===== src/hdl/ifs_pkg.sv =====
// Package: register map, field positions, reset values, phase lengths and state types of the frame sequencer
package ifs_pkg;

  ////////////////////////////////////////////////////////////////////////////////
  // Register byte offsets on the APB port
  localparam logic [7:0] ADDR_CAPTURE_CONTROL = 8'h00; // Sequencer enable, mode, trigger polarity
  localparam logic [7:0] ADDR_ANALOG_POWER    = 8'h04; // Analog active bit, cleared for standby
  localparam logic [7:0] ADDR_LINE_TIME       = 8'h08; // Line period in logic clocks
  localparam logic [7:0] ADDR_FRAME_LENGTH    = 8'h0C; // Frame period in line periods
  localparam logic [7:0] ADDR_EXPO_COARSE     = 8'h10; // Exposure, whole line periods
  localparam logic [7:0] ADDR_EXPO_FINE       = 8'h14; // Exposure, extra logic clocks
  localparam logic [7:0] ADDR_OFFSET_COARSE   = 8'h18; // Delay before start overhead, line periods
  localparam logic [7:0] ADDR_READ_LINES      = 8'h1C; // Lines read out per frame
  localparam logic [7:0] ADDR_STATUS          = 8'h20; // Read-only sequencer state

  ////////////////////////////////////////////////////////////////////////////////
  // Field positions
  localparam int CC_SEQ_EN_BIT    = 0; // Sequencer enable
  localparam int CC_TRIG_MODE_BIT = 1; // 1: triggered master, 0: free running
  localparam int CC_TRIG_POL_BIT  = 2; // 0: rising edge active
  localparam int CC_IMMEDIATE_BIT = 3; // 1: standby without finishing readout
  localparam int AP_ACTIVE_BIT    = 2; // Analog active, clear to request standby

  ////////////////////////////////////////////////////////////////////////////////
  // Reset values
  localparam logic [3:0]  CAPTURE_CONTROL_RST = 4'h0;
  localparam logic [2:0]  ANALOG_POWER_RST    = 3'h4;
  localparam logic [15:0] LINE_TIME_RST       = 16'h0040;
  localparam logic [15:0] FRAME_LENGTH_RST    = 16'h0020;
  localparam logic [15:0] EXPO_COARSE_RST     = 16'h0004;
  localparam logic [15:0] EXPO_FINE_RST       = 16'h0000;
  localparam logic [15:0] OFFSET_COARSE_RST   = 16'h0000;
  localparam logic [15:0] READ_LINES_RST      = 16'h0010;

  ////////////////////////////////////////////////////////////////////////////////
  // Overhead phase lengths in logic clocks (defaults of build parameters)
  localparam int START_EXPOSURE_OVERHEAD_CYCLES = 16; // Start overhead, global pixel reset
  localparam int END_EXPOSURE_OVERHEAD_CYCLES = 16; // End overhead, global charge transfer
  localparam int ROT_CYCLES  = 4;  // Row overhead, row select

  ////////////////////////////////////////////////////////////////////////////////
  // State types
  typedef enum logic [1:0] {IFS_STANDBY, IFS_CAPTURE, IFS_DRAIN} ifs_mode_t;
  typedef enum logic [2:0] {EX_IDLE, EX_OFFSET, EX_START_EXPOSURE_OVERHEAD, EX_EXPOSE, EX_HOLD, EX_END_EXPOSURE_OVERHEAD} ifs_expo_t;
  typedef enum logic [1:0] {RD_IDLE, RD_ROT, RD_LINE} ifs_read_t;

  // Line periods to logic clocks
  function automatic logic [31:0] ifs_lines_to_clk(input logic [15:0] n, input logic [15:0] lt);
    return 32'(n) * 32'(lt);
  endfunction

endpackage


===== src/hdl/ifs_sequencer.sv =====
// Frame and exposure sequencer with APB register slave and standby control
//
// Contract
// - Clearing analog active bit requests standby
// - Standby waits for readout end unless immediate
// - Global pixel reset and sample, then lines
// - Exposure of next frame overlaps current readout
// - End overhead first, row overhead per line
// - Start overhead suspends line readout
// - Free-running mode captures continuously from registers
// - Frame period counted in whole line periods
// - Output idle during start overhead suspension
// - Programmable line period with enforced minimum
// - Frame period is frame length times line
// - Exposure at least coarse times line plus fine, longer while readout holds the sample
// - Start overhead delayed by coarse offset lines
// - Trigger edge starts register-length exposure
// - Inactive trigger edge ignored, each active edge frames while exposure engine idle
// - Trigger accepted during previous frame readout
// - Exactly one readout per accepted trigger
// - Constant trigger latency: offset plus fixed overhead
// - Trigger synchronised by two flip-flops first
// - Polarity setting selects active trigger edge
// - Sequencer enable enters capture, clear returns standby
`timescale 1ns/1ps
module ifs_sequencer #(
  parameter int START_EXPOSURE_OVERHEAD_CYC = ifs_pkg::START_EXPOSURE_OVERHEAD_CYCLES, // Start overhead length
  parameter int END_EXPOSURE_OVERHEAD_CYC = ifs_pkg::END_EXPOSURE_OVERHEAD_CYCLES, // End overhead length
  parameter int ROT_CYC  = ifs_pkg::ROT_CYCLES   // Row overhead length
) (
  // Clock and reset
  input  wire logic        pclk,
  input  wire logic        presetn,
  // APB slave
  input  wire logic        psel,
  input  wire logic        penable,
  input  wire logic        pwrite,
  input  wire logic [7:0]  paddr,
  input  wire logic [31:0] pwdata,
  output logic             pready,
  output logic [31:0]      prdata,
  output logic             pslverr,
  // Asynchronous integration trigger
  input  wire logic        trigger_in,
  // Sequencer state and array phases
  output logic             standby_state,
  output logic             capture_active,
  output logic             pixel_reset,
  output logic             pixel_sample,
  output logic             row_select,
  output logic             line_valid,
  output logic [15:0]      row_index
);
  import ifs_pkg::*;

  ////////////////////////////////////////////////////////////////////////////////
  // Declarations
  logic [3:0]  capture_control, next_capture_control; // Enable, mode, polarity, immediate
  logic [2:0]  analog_power, next_analog_power;       // Analog active in bit 2
  logic [15:0] line_time, next_line_time;             // Line period, clocks
  logic [15:0] frame_length, next_frame_length;       // Frame period, lines
  logic [15:0] expo_coarse, next_expo_coarse;         // Exposure lines
  logic [15:0] expo_fine, next_expo_fine;             // Exposure extra clocks
  logic [15:0] offset_coarse, next_offset_coarse;     // Start delay lines
  logic [15:0] read_lines, next_read_lines;           // Lines per frame
  logic [31:0] next_prdata;                           // Read data for access phase
  logic        next_pslverr;                          // Unmapped address flag
  logic        mapped;                                // Address decodes
  logic        trig_meta, trig_sync, trig_last;       // Trigger synchroniser
  logic        trig_edge;                             // Active edge, one cycle
  logic [15:0] lt_eff;                                // Line period after minimum
  logic [15:0] line_cnt, next_line_cnt;               // Clock within line
  logic [15:0] frame_line, next_frame_line;           // Line within frame
  logic        frame_start;                           // Free-running frame boundary
  ifs_mode_t   mode, next_mode;                       // Standby / capture / drain
  ifs_expo_t   ex_state, next_ex_state;               // Exposure engine
  logic [31:0] ex_cnt, next_ex_cnt;                   // Exposure engine counter
  logic        launch;                                // Start a new exposure
  logic        read_start;                            // End overhead finished
  ifs_read_t   rd_state, next_rd_state;               // Readout engine
  logic [15:0] rd_cnt, next_rd_cnt;                   // Readout phase counter
  logic [15:0] next_row_index;                        // Row being read
  logic        seq_en, trig_mode, trig_pol, immediate, analog_on;

  assign seq_en    = capture_control[CC_SEQ_EN_BIT];
  assign trig_mode = capture_control[CC_TRIG_MODE_BIT];
  assign trig_pol  = capture_control[CC_TRIG_POL_BIT];
  assign immediate = capture_control[CC_IMMEDIATE_BIT];
  assign analog_on = analog_power[AP_ACTIVE_BIT];

  ////////////////////////////////////////////////////////////////////////////////
  // APB register file: zero wait, data prepared in setup phase
  assign pready = 1'b1;

  always_comb begin
    next_capture_control = capture_control;
    next_analog_power    = analog_power;
    next_line_time       = line_time;
    next_frame_length    = frame_length;
    next_expo_coarse     = expo_coarse;
    next_expo_fine       = expo_fine;
    next_offset_coarse   = offset_coarse;
    next_read_lines      = read_lines;
    next_prdata          = prdata;
    next_pslverr         = pslverr;
    mapped               = 1'b1;
    case (paddr)
      ADDR_CAPTURE_CONTROL: next_prdata = {28'h0000000, capture_control};
      ADDR_ANALOG_POWER:    next_prdata = {29'h0000000, analog_power};
      ADDR_LINE_TIME:       next_prdata = {16'h0000, line_time};
      ADDR_FRAME_LENGTH:    next_prdata = {16'h0000, frame_length};
      ADDR_EXPO_COARSE:     next_prdata = {16'h0000, expo_coarse};
      ADDR_EXPO_FINE:       next_prdata = {16'h0000, expo_fine};
      ADDR_OFFSET_COARSE:   next_prdata = {16'h0000, offset_coarse};
      ADDR_READ_LINES:      next_prdata = {16'h0000, read_lines};
      ADDR_STATUS:          next_prdata = {row_index, 9'h000, 2'(rd_state), 3'(ex_state), 2'(mode)};
      default: begin
        next_prdata = 32'h00000000;
        mapped      = 1'b0;
      end
    endcase
    // Setup phase latches read data and error for the access phase
    if (psel && !penable) begin
      next_pslverr = !mapped;
    end else begin
      next_prdata  = prdata;
    end
    // Write takes effect in the access phase
    if (psel && penable && pwrite) begin
      case (paddr)
        ADDR_CAPTURE_CONTROL: next_capture_control = pwdata[3:0];
        ADDR_ANALOG_POWER:    next_analog_power    = pwdata[2:0];
        ADDR_LINE_TIME:       next_line_time       = pwdata[15:0];
        ADDR_FRAME_LENGTH:    next_frame_length    = pwdata[15:0];
        ADDR_EXPO_COARSE:     next_expo_coarse     = pwdata[15:0];
        ADDR_EXPO_FINE:       next_expo_fine       = pwdata[15:0];
        ADDR_OFFSET_COARSE:   next_offset_coarse   = pwdata[15:0];
        ADDR_READ_LINES:      next_read_lines      = pwdata[15:0];
        default:              next_read_lines      = read_lines;
      endcase
    end
  end

  // Register storage
  always_ff @(posedge pclk or negedge presetn) begin
    if (!presetn) begin
      capture_control <= CAPTURE_CONTROL_RST;
      analog_power    <= ANALOG_POWER_RST;
      line_time       <= LINE_TIME_RST;
      frame_length    <= FRAME_LENGTH_RST;
      expo_coarse     <= EXPO_COARSE_RST;
      expo_fine       <= EXPO_FINE_RST;
      offset_coarse   <= OFFSET_COARSE_RST;
      read_lines      <= READ_LINES_RST;
      prdata          <= 32'h00000000;
      pslverr         <= 1'b0;
    end else begin
      capture_control <= next_capture_control;
      analog_power    <= next_analog_power;
      line_time       <= next_line_time;
      frame_length    <= next_frame_length;
      expo_coarse     <= next_expo_coarse;
      expo_fine       <= next_expo_fine;
      offset_coarse   <= next_offset_coarse;
      read_lines      <= next_read_lines;
      prdata          <= next_prdata;
      pslverr         <= next_pslverr;
    end
  end

  ////////////////////////////////////////////////////////////////////////////////
  // Trigger synchroniser; edge seen only past the second stage
  always_ff @(posedge pclk or negedge presetn) begin
    if (!presetn) begin
      trig_meta <= 1'b0;
      trig_sync <= 1'b0;
      trig_last <= 1'b0;
    end else begin
      trig_meta <= trigger_in;
      trig_sync <= trig_meta;
      trig_last <= trig_sync;
    end
  end

  // Active edge after polarity; the other edge never fires
  assign trig_edge = (trig_sync ^ trig_pol) && !(trig_last ^ trig_pol);

  ////////////////////////////////////////////////////////////////////////////////
  // Line and frame time base
  assign lt_eff = (line_time > 16'(ROT_CYC)) ? line_time : 16'(ROT_CYC + 1);

  always_comb begin
    next_line_cnt   = 16'h0000;
    next_frame_line = 16'h0000;
    if (mode == IFS_CAPTURE) begin
      next_line_cnt   = line_cnt + 16'h0001;
      next_frame_line = frame_line;
      if (line_cnt >= lt_eff - 16'h0001) begin
        next_line_cnt = 16'h0000;
        // Wrap after frame_length lines
        if (frame_line + 16'h0001 >= frame_length) begin
          next_frame_line = 16'h0000;
        end else begin
          next_frame_line = frame_line + 16'h0001;
        end
      end
    end
  end

  // Time base registers
  always_ff @(posedge pclk or negedge presetn) begin
    if (!presetn) begin
      line_cnt   <= 16'h0000;
      frame_line <= 16'h0000;
    end else begin
      line_cnt   <= next_line_cnt;
      frame_line <= next_frame_line;
    end
  end

  assign frame_start = (mode == IFS_CAPTURE) && (line_cnt == 16'h0000) && (frame_line == 16'h0000);

  ////////////////////////////////////////////////////////////////////////////////
  // Operating mode: standby, capture, drain
  always_comb begin
    next_mode = mode;
    case (mode)
      IFS_STANDBY: begin
        if (seq_en && analog_on) begin
          next_mode = IFS_CAPTURE;
        end
      end
      IFS_CAPTURE: begin
        // Disable or standby request; immediate skips the drain
        if (!seq_en || !analog_on) begin
          next_mode = immediate ? IFS_STANDBY : IFS_DRAIN;
        end
      end
      IFS_DRAIN: begin
        // Finish the frame in readout, or leave at once if asked
        if (immediate || (rd_state == RD_IDLE && ex_state != EX_END_EXPOSURE_OVERHEAD)) begin
          next_mode = IFS_STANDBY;
        end
      end
      default: next_mode = IFS_STANDBY;
    endcase
  end

  // Mode register
  always_ff @(posedge pclk or negedge presetn) begin
    if (!presetn) begin
      mode <= IFS_STANDBY;
    end else begin
      mode <= next_mode;
    end
  end

  ////////////////////////////////////////////////////////////////////////////////
  // Exposure engine: offset, start overhead, exposure, end overhead
  assign launch = (mode == IFS_CAPTURE) && (trig_mode ? trig_edge : frame_start);

  always_comb begin
    next_ex_state = ex_state;
    next_ex_cnt   = ex_cnt;
    read_start    = 1'b0;
    case (ex_state)
      EX_IDLE: begin
        // Runs independent of readout, so it overlaps the previous frame
        if (launch) begin
          if (offset_coarse == 16'h0000) begin
            next_ex_state = EX_START_EXPOSURE_OVERHEAD;
            next_ex_cnt   = 32'(START_EXPOSURE_OVERHEAD_CYC);
          end else begin
            next_ex_state = EX_OFFSET;
            next_ex_cnt   = ifs_lines_to_clk(offset_coarse, lt_eff);
          end
        end
      end
      EX_OFFSET: begin
        next_ex_cnt = ex_cnt - 32'h00000001;
        if (ex_cnt <= 32'h00000001) begin
          next_ex_state = EX_START_EXPOSURE_OVERHEAD;
          next_ex_cnt   = 32'(START_EXPOSURE_OVERHEAD_CYC);
        end
      end
      EX_START_EXPOSURE_OVERHEAD: begin
        // Global pixel reset across the array
        next_ex_cnt = ex_cnt - 32'h00000001;
        if (ex_cnt <= 32'h00000001) begin
          next_ex_state = EX_EXPOSE;
          next_ex_cnt   = ifs_lines_to_clk(expo_coarse, lt_eff) + 32'(expo_fine);
        end
      end
      EX_EXPOSE: begin
        next_ex_cnt = ex_cnt - 32'h00000001;
        if (ex_cnt <= 32'h00000001) begin
          // Storage free: sample at once, so exposure is exactly the programmed length
          if (rd_state == RD_IDLE) begin
            next_ex_state = EX_END_EXPOSURE_OVERHEAD;
            next_ex_cnt   = 32'(END_EXPOSURE_OVERHEAD_CYC);
          end else begin
            next_ex_state = EX_HOLD;
          end
        end
      end
      EX_HOLD: begin
        // Storage node busy until the previous frame is read out
        if (rd_state == RD_IDLE) begin
          next_ex_state = EX_END_EXPOSURE_OVERHEAD;
          next_ex_cnt   = 32'(END_EXPOSURE_OVERHEAD_CYC);
        end
      end
      EX_END_EXPOSURE_OVERHEAD: begin
        // Global sample, then the frame readout begins
        next_ex_cnt = ex_cnt - 32'h00000001;
        if (ex_cnt <= 32'h00000001) begin
          next_ex_state = EX_IDLE;
          read_start    = 1'b1;
        end
      end
      default: next_ex_state = EX_IDLE;
    endcase
    // Leaving capture abandons the exposure; a running sample completes in drain only, standby stops it
    if (mode == IFS_STANDBY || (mode == IFS_DRAIN && ex_state != EX_END_EXPOSURE_OVERHEAD)) begin
      next_ex_state = EX_IDLE;
      next_ex_cnt   = 32'h00000000;
    end
  end

  // Exposure registers
  always_ff @(posedge pclk or negedge presetn) begin
    if (!presetn) begin
      ex_state <= EX_IDLE;
      ex_cnt   <= 32'h00000000;
    end else begin
      ex_state <= next_ex_state;
      ex_cnt   <= next_ex_cnt;
    end
  end

  ////////////////////////////////////////////////////////////////////////////////
  // Readout engine: row overhead then line data, held during start overhead
  always_comb begin
    next_rd_state  = rd_state;
    next_rd_cnt    = rd_cnt;
    next_row_index = row_index;
    case (rd_state)
      RD_IDLE: begin
        if (read_start) begin
          next_rd_state  = RD_ROT;
          next_rd_cnt    = 16'(ROT_CYC);
          next_row_index = 16'h0000;
        end
      end
      RD_ROT: begin
        if (ex_state != EX_START_EXPOSURE_OVERHEAD) begin
          next_rd_cnt = rd_cnt - 16'h0001;
          if (rd_cnt <= 16'h0001) begin
            next_rd_state = RD_LINE;
            next_rd_cnt   = lt_eff - 16'(ROT_CYC);
          end
        end
      end
      RD_LINE: begin
        if (ex_state != EX_START_EXPOSURE_OVERHEAD) begin
          next_rd_cnt = rd_cnt - 16'h0001;
          if (rd_cnt <= 16'h0001) begin
            if (row_index + 16'h0001 >= read_lines) begin
              next_rd_state = RD_IDLE;
            end else begin
              next_rd_state  = RD_ROT;
              next_rd_cnt    = 16'(ROT_CYC);
              next_row_index = row_index + 16'h0001;
            end
          end
        end
      end
      default: next_rd_state = RD_IDLE;
    endcase
    // Standby stops the readout
    if (mode == IFS_STANDBY) begin
      next_rd_state = RD_IDLE;
      next_rd_cnt   = 16'h0000;
    end
  end

  // Readout registers
  always_ff @(posedge pclk or negedge presetn) begin
    if (!presetn) begin
      rd_state  <= RD_IDLE;
      rd_cnt    <= 16'h0000;
      row_index <= 16'h0000;
    end else begin
      rd_state  <= next_rd_state;
      rd_cnt    <= next_rd_cnt;
      row_index <= next_row_index;
    end
  end

  ////////////////////////////////////////////////////////////////////////////////
  // Phase outputs
  assign standby_state  = (mode == IFS_STANDBY);
  assign capture_active = (mode == IFS_CAPTURE);
  assign pixel_reset    = (ex_state == EX_START_EXPOSURE_OVERHEAD);
  assign pixel_sample   = (ex_state == EX_END_EXPOSURE_OVERHEAD);
  assign row_select     = (rd_state == RD_ROT) && (ex_state != EX_START_EXPOSURE_OVERHEAD);
  assign line_valid     = (rd_state == RD_LINE) && (ex_state != EX_START_EXPOSURE_OVERHEAD);

  ////////////////////////////////////////////////////////////////////////////////
  // Assertions
  a_line_idle_start_exposure_overhead: assert property (@(posedge pclk) disable iff (!presetn)
    pixel_reset |-> !line_valid && !row_select) else $error("line active during start overhead");

  a_end_exposure_overhead_then_read: assert property (@(posedge pclk) disable iff (!presetn)
    (rd_state == RD_IDLE && next_rd_state == RD_ROT) |-> pixel_sample) else $error("readout began without end overhead");

  a_rot_before_line: assert property (@(posedge pclk) disable iff (!presetn)
    $rose(rd_state == RD_LINE) |-> $past(rd_state) == RD_ROT) else $error("line without row overhead");

  a_idle_no_edge: assert property (@(posedge pclk) disable iff (!presetn)
    (capture_active && trig_mode && !trig_edge && ex_state == EX_IDLE && mode == next_mode)
    |=> ex_state == EX_IDLE) else $error("exposure started without active edge");

  a_trig_latency: assert property (@(posedge pclk) disable iff (!presetn)
    (capture_active && trig_mode && trig_edge && ex_state == EX_IDLE && offset_coarse == 16'h0000 && seq_en && analog_on)
    |=> pixel_reset ##0 $past(trig_sync, 1) != $past(trig_last, 1)) else $error("trigger latency not fixed");

  a_standby_now: assert property (@(posedge pclk) disable iff (!presetn)
    (capture_active && !analog_on && immediate) |=> standby_state) else $error("immediate standby not taken");

  a_drain_hold: assert property (@(posedge pclk) disable iff (!presetn)
    (mode == IFS_DRAIN && !immediate && rd_state != RD_IDLE) |=> !standby_state) else $error("standby before readout end");

  a_enable_cap: assert property (@(posedge pclk) disable iff (!presetn)
    (standby_state && seq_en && analog_on) |=> capture_active) else $error("enable did not enter capture");

endmodule // ifs_sequencer


===== config.mk =====
export PLATFORM = sky130hd
export DESIGN_NAME = ifs_sequencer
export DESIGN_NICKNAME = d
export VERILOG_FILES = /design/src/hdl/ifs_pkg.sv /design/src/hdl/ifs_sequencer.sv
export SDC_FILE = /design/constraint.sdc
export NUM_CORES = 2
export LEC_CHECK = 0
export ABC_AREA = 1
export BUFFER_PORTS_ARGS = -buffer_cell sky130_fd_sc_hd__buf_2
export CORE_MARGIN = 10
export CORE_UTILIZATION = 50
export CTS_BUF_LIST = sky130_fd_sc_hd__clkbuf_16
export DETAILED_ROUTE_END_ITERATION = 10
export PLACE_DENSITY = 0.66
export SLEW_MARGIN = 25
export SYNTH_ARGS = -nofsm -noshare
export SYNTH_HDL_FRONTEND = slang
export SYNTH_SLANG_ARGS = --single-unit

===== constraint.sdc =====
create_clock -name pclk -period 7 [get_ports pclk]
set_clock_uncertainty 0.05 [all_clocks]
set_input_delay 1.05 -clock pclk [delete_from_list [all_inputs] [get_ports pclk]]
set_output_delay 1.05 -clock pclk [all_outputs]
set_load 0.03 [all_outputs]

After elaboration in Yosys (flattened, before gate mapping) --
Cells that the tools add are included.
Word-level totals: bits in registers 242, logic and storage cells 178, output and inout port bits 56, input bits 46
Operators by class: multiply operators 2, mux-type cells 56, order comparisons 6, reductions and logical operators 45, bitwise gates (word level) 2, $add $sub $neg 8, equal/unequal tests 38
Operators by type and width (number):
- $pmux 32 s9 | 1
- $mux 16 | 17
- $mux 32 | 8
- $pmux 32 s6 | 1
- $mul 16x16->32 | 2
- $add 16x1->16 const B | 3
- $ge 16x16->1 | 3
- $logic_not 16->1 | 3
- $pmux 16 s3 | 1
- $add 32x16->32 | 1
- $eq 8x5->1 const B | 4
- $le 32x1->1 const B | 1
- $pmux 16 s2 | 1
- $sub 16x1->16 const B | 2
- $sub 32x1->32 const B | 1
- $ne 3x3->1 const B | 10
- $mux 2 | 11
- $mux 3 | 7
- $pmux 3 s6 | 1
- $eq 8x4->1 const B | 2
- $gt 16x3->1 const B | 1
- $le 16x1->1 const B | 1
- $reduce_and 2->1 | 8
- $sub 16x3->16 const B | 1
- 28 further kinds | 66

Logic depth before layout (Yosys ltp) --
word-level depth 8, depth in mapped cells 36, mapped depth without buffers 33

Worst setup path after synthesis --
No wires, ideal clock.
kind reg2reg, from register line_time[11], to register ex_cnt[13], stages on the path, launching flop included 30, data required time 6833 ps, arrival time 5985 ps, slack 848 ps, library setup time 117 ps, path through dfrtp_1 > buf_2 > inv_1 > nand2_1 > nor2_2 > nand4_1 > nand2_2 > clkbuf_1 > nand2_1 > fa_1 > inv_1 > fa_1 > inv_1 > fa_1 > fa_1 > inv_1 > fa_1 > inv_1 > fa_1 > inv_1 > ha_1 > nand2_1 > inv_1 > a21oi_1 > nand3_1 > or2_2 > nand3_1 > a21oi_1 > nand2_1 > nand2_1
On the way: word-level cells in the longest chain between the ends 7, elaborated cells on any way between the ends 10, those cells by class 1 x add/sub; 2 x mul; 1 x order compare; 6 x mux
RTL lines:
- start: declaration | line ifs_sequencer.sv:60 | logic [15:0] line_time, next_line_time;
- start signal: assignment | line ifs_sequencer.sv:160 | line_time <= next_line_time;
- $gt 16x3->1 | line ifs_sequencer.sv:190 | assign lt_eff = (line_time > 16'(ROT_CYC)) ? line_time : 16'(ROT_CYC + 1);
- $mux 16 (*) | line ifs_sequencer.sv:190
- $mul 16x16->32 | line ifs_pkg.sv:49 | return 32'(n) * 32'(lt);
- $add 32x16->32 or $mux 32 (tied branches) | line ifs_sequencer.sv:291, ifs_sequencer.sv:270
- $mux 32, on equally long branches | line ifs_sequencer.sv:289, ifs_sequencer.sv:269
- $pmux 32 s6 (*) | line ifs_sequencer.sv:266 | case (ex_state)
- $mux 32 (*) | line ifs_sequencer.sv:324 | if (mode == IFS_STANDBY || (mode == IFS_DRAIN && ex_state != EX_END_EXPOSURE_OVERHEAD)) begin
- end signal: assignment | line ifs_sequencer.sv:337 | ex_cnt <= next_ex_cnt;
- end: declaration | line ifs_sequencer.sv:77 | logic [31:0] ex_cnt, next_ex_cnt;
Mark *: on every way between the ends. The rest lies on a longest branch, timed or not. The select of a mux whose other input is x is not followed. A chain may end at the register's enable or synchronous reset.

Worst setup path in the final report --
from register line_time[10], to register ex_cnt[30]
Same word-level chain as after synthesis.

==> key figures <==
Critical path
  • Levels on crit path: 30
  • Register-to-register path setup slack: 0.29 ns
  • CP required: 7.48 ns
  • CP max-delay cell: fa_1
  • Worst r2r path cells: 30
  • RR Endpoint: ex_cnt[30]$_DFFE_PN0P_
  • WP data arrival: 7.19 ns
  • R2r startpoint: line_time[10]$_DFFE_PN0P_
  • CP Class: reg -> reg
  • CP endpoint kind: flop
  • Critical path startpoint category: flop
  • Critical path's largest stage delay: 0.56 ns
  • Buf/Inv on CP: 6
  • Most frequent CP cell: nand2_1
  • Max FO, Critical Path: 14
  • Top delay family on crit path: adder cells

STA
  • Unrepaired setup endpoints after global routing: no
  • Least-Margin Pin Slew: 0.997 ns
  • Setup_tns: 0 ns
  • Fmax: 149 MHz
  • Tcrit/Tclk final: 0.958
  • Rel. slew slack: 0.335
  • Final hold vios: 0
  • Setup Viol. Count Final: 0
  • Fin crit period: 6.71 ns
  • Max-slew violation count: 0

Hold path
  • Min-delay src: trig_meta$_DFF_PN0_
  • Hold worst-path end: trig_sync$_DFF_PN0_
  • Hold Crit Depth: 0
  • Worst hold path type: reg -> reg

Synthesis
  • Yosys top cell area share: 0.236
  • Top cells by area, synth: fa_1 24%, dfrtp_1 17%, nand2_1 16%, inv_1 12%, ha_1 10%
  • Register area share after synthesis: 0.177
  • Post-Syn Area per Cell: 7.11 um^2
  • Cell taking the most area after synthesis: fa_1
  • Yosys warning count: 0
  • Top post-synthesis cells by count: 1,436 x nand2_1, 1,081 x inv_1, 404 x fa_1
  • Synth unique cells: 51
  • Post-Synthesis Cells: 4,817
  • Count leader, synth: nand2_1
  • Commonest register cell after synthesis: dfrtp_1
  • Synthesized net count: 5,540
  • FF+latch count, synth: 242
  • Synth Cell Area: 34,300 um^2
  • Async set-reset flop share out of synthesis: 1.00
  • Post-synth EDFFs: 0

Global route
  • Remaining global-route overflow: 0
  • Initial antenna violation count: 0
  • First-pass GRT wire length: 169,000 um
  • Largest net degree at the start of global routing: 134
  • Vias in the first global route: 30,600
  • GRT Util Overall: 0.271

Clock tree
  • Clock root buffer: clkbuf_16
  • CTS Buffer Depth: 3
  • Clk slew on worst S/H paths: 0.06 ns
  • Clock Sinks: 242
  • CTS tree: yes
  • Worst-Skew Late Latency: 0.59 ns
  • CTS H-Tree Depth: 1
  • TritonCTS buffer count: 29
  • Hold buffer count at CTS: 0

Route
  • Post-route ant nets: 0
  • Via count: 30,400
  • Initial DRC count: 2,250
  • DRC: 0
  • Drt total wl: 107,000 um
  • DR pass1 iterations: 5
  • Top layer in use: met4
  • Drt via density: 5.33
  • Metal3 WL: 7430 um
  • Met2 Wirelength: 51,000 um
  • Met1 WL: 43,600 um
  • WL/cell: 18.7 um

Final layout
  • Area grow syn2layout: 6.79%
  • Final nets: 5,532
  • Layout cells sized above 1: 0.0559
  • Layout fillers: 6,653

Die
  • Starting Density: 0.507
  • Die Wd: 282 um
  • Core area: 67,500 um^2
  • Die area: 79,400 um^2
  • Rows: 95
  • Die H: 282 um
  • Top-Level Pins: 102

Power
  • Leakage power: 20.7 nW
  • Peak VDD IR: 0.186 mV
  • Total Power: 0.00345 W
  • Power Density: 94.3 nW/um^2

Place
  • I/O Buffers: 84
  • RePlAce Congestion: 0.974
  • Hpwl dp: 84,000 um

Outcome
  • Status: complete, no violations

Flow run
  • Max_cap viols: 0
==> state kept, by name, summed over array words and instances (netlist names) <==
signal and flops:
prdata 32, trig_meta 1, offset_coarse 16, frame_line 16
analog_power 3, line_cnt 16, expo_fine 16, expo_coarse 16
frame_length 16, read_lines 16, rd_cnt 16, capture_control 4
ex_state 3, mode 2, ex_cnt 32, trig_sync 1
line_time 16, trig_last 1, pslverr 1, rd_state 2
row_index 16
==> metal layers <==
metal  vias to the layer above  track usage
met3                       216       0.0332
li1                      14400            -
met2                      1067        0.465
met5                         -            0
met1                     14700        0.343
met4                         0        0.112
==> final cells by class <==
class	count	area, um^2	share of cell area
antenna	1	2.50	0.0000684
clock buffer	29	726	0.0198
clock inverter	25	273	0.00746
inverter	1096	4120	0.113
multi-input combinational	3286	23300	0.637
sequential	242	6060	0.166
tap	873	1090	0.0299
timing repair buffer	154	993	0.0272
==> cells by family (layout without fill, tap and decap cells) <==
kind of cell / Yosys count / count (layout) / share of synthesized area
adders and majority gates: 677 / 677 / 0.336
and+or+nand+nor: 2124 / 2124 / 0.255
buffers and inverters: 1289 / 1304 / 0.143
muxes: 1 / 1 / 0.000292
xor gates and xnor gates: 103 / 103 / 0.0263
DFF: 242 / 242 / 0.177
AOI/OAI and AO/OA: 380 / 380 / 0.0618
other: 1 / 2 / 0.000109
==> worst max-delay path by stage <==
stage / slack [ns] / to / startpoint
finish: 0.29 / ex_cnt[30]$_DFFE_PN0P_ / line_time[10]$_DFFE_PN0P_
detailed placement: 0.20 / ex_cnt[30]$_DFFE_PN0P_ / line_time[6]$_DFFE_PN1P_
global placement: 0.21 / ex_cnt[30]$_DFFE_PN0P_ / line_time[1]$_DFFE_PN0P_
CTS: 0.20 / ex_cnt[30]$_DFFE_PN0P_ / line_time[1]$_DFFE_PN0P_
global route: 0.001 / ex_cnt[13]$_DFFE_PN0P_ / line_time[1]$_DFFE_PN0P_
floorplan: 0.85 / ex_cnt[13]$_DFFE_PN0P_ / line_time[11]$_DFFE_PN0P_
==> where the power goes <==
| part | internal [W] | switching (W) | total, W |
|---|---|---|---|
| clock | 0.000946 | 0.000680 | 0.00163 |
| sequential | 0.00141 | 0.0000227 | 0.00143 |
| combinational | 0.000103 | 0.000288 | 0.000391 |
| total | 0.00246 | 0.000991 | 0.00345 |
==> cell usage in the layout (no fill, tap or decap), types with 4 or more instances in the layout <==
cell,Yosys,final
ha_1,273,273
inv_6,0,4
nand3_1,202,200
clkinv_1,5,10
o2111ai_1,11,11
nor2_4,5,5
clkbuf_16,0,29
a21o_1,4,4
o21ai_0,190,190
nor3_1,46,45
nand4_1,85,85
inv_2,10,10
nor2_2,13,14
dfstp_2,5,5
xor2_1,73,73
nor2_1,292,291
dfrtp_1,237,237
nand3b_1,10,10
nand2_2,7,6
and2_1,5,5
xnor2_1,30,30
o22ai_1,20,20
fa_1,404,404
o21ai_1,8,8
clkinvlp_4,0,4
nand2_1,1436,1436
inv_1,1081,1082
buf_4,3,67
a221oi_1,9,9
buf_2,21,83
clkinv_2,0,4
or2_2,10,10
bufinv_16,0,5
nor4_1,5,5
o211ai_1,17,17
a21oi_1,106,105
==> repair_timing <==
action | 4_1_cts | 5_1_grt
resized for setup | 0 | 5
setup endpoints to repair | 0 | 19
buffers inserted | 0 | 5
==> through the flow <==
stage	instances	worst slack (ns)	cell area (um^2)	utilization	hold WS [ns]
2_1_floorplan	4817	0.848	34300	-	0.281
3_3_place_gp	5646	0.208	35500	0.526	0.288
3_5_place_dp	5646	0.196	35500	0.526	0.285
4_1_cts	5700	0.201	36500	0.540	0.299
5_1_grt	5705	0.00106	36600	0.542	0.313
6_report	5706	0.293	36600	0.542	0.299
Note: power is estimated with default switching activity, not from simulation.
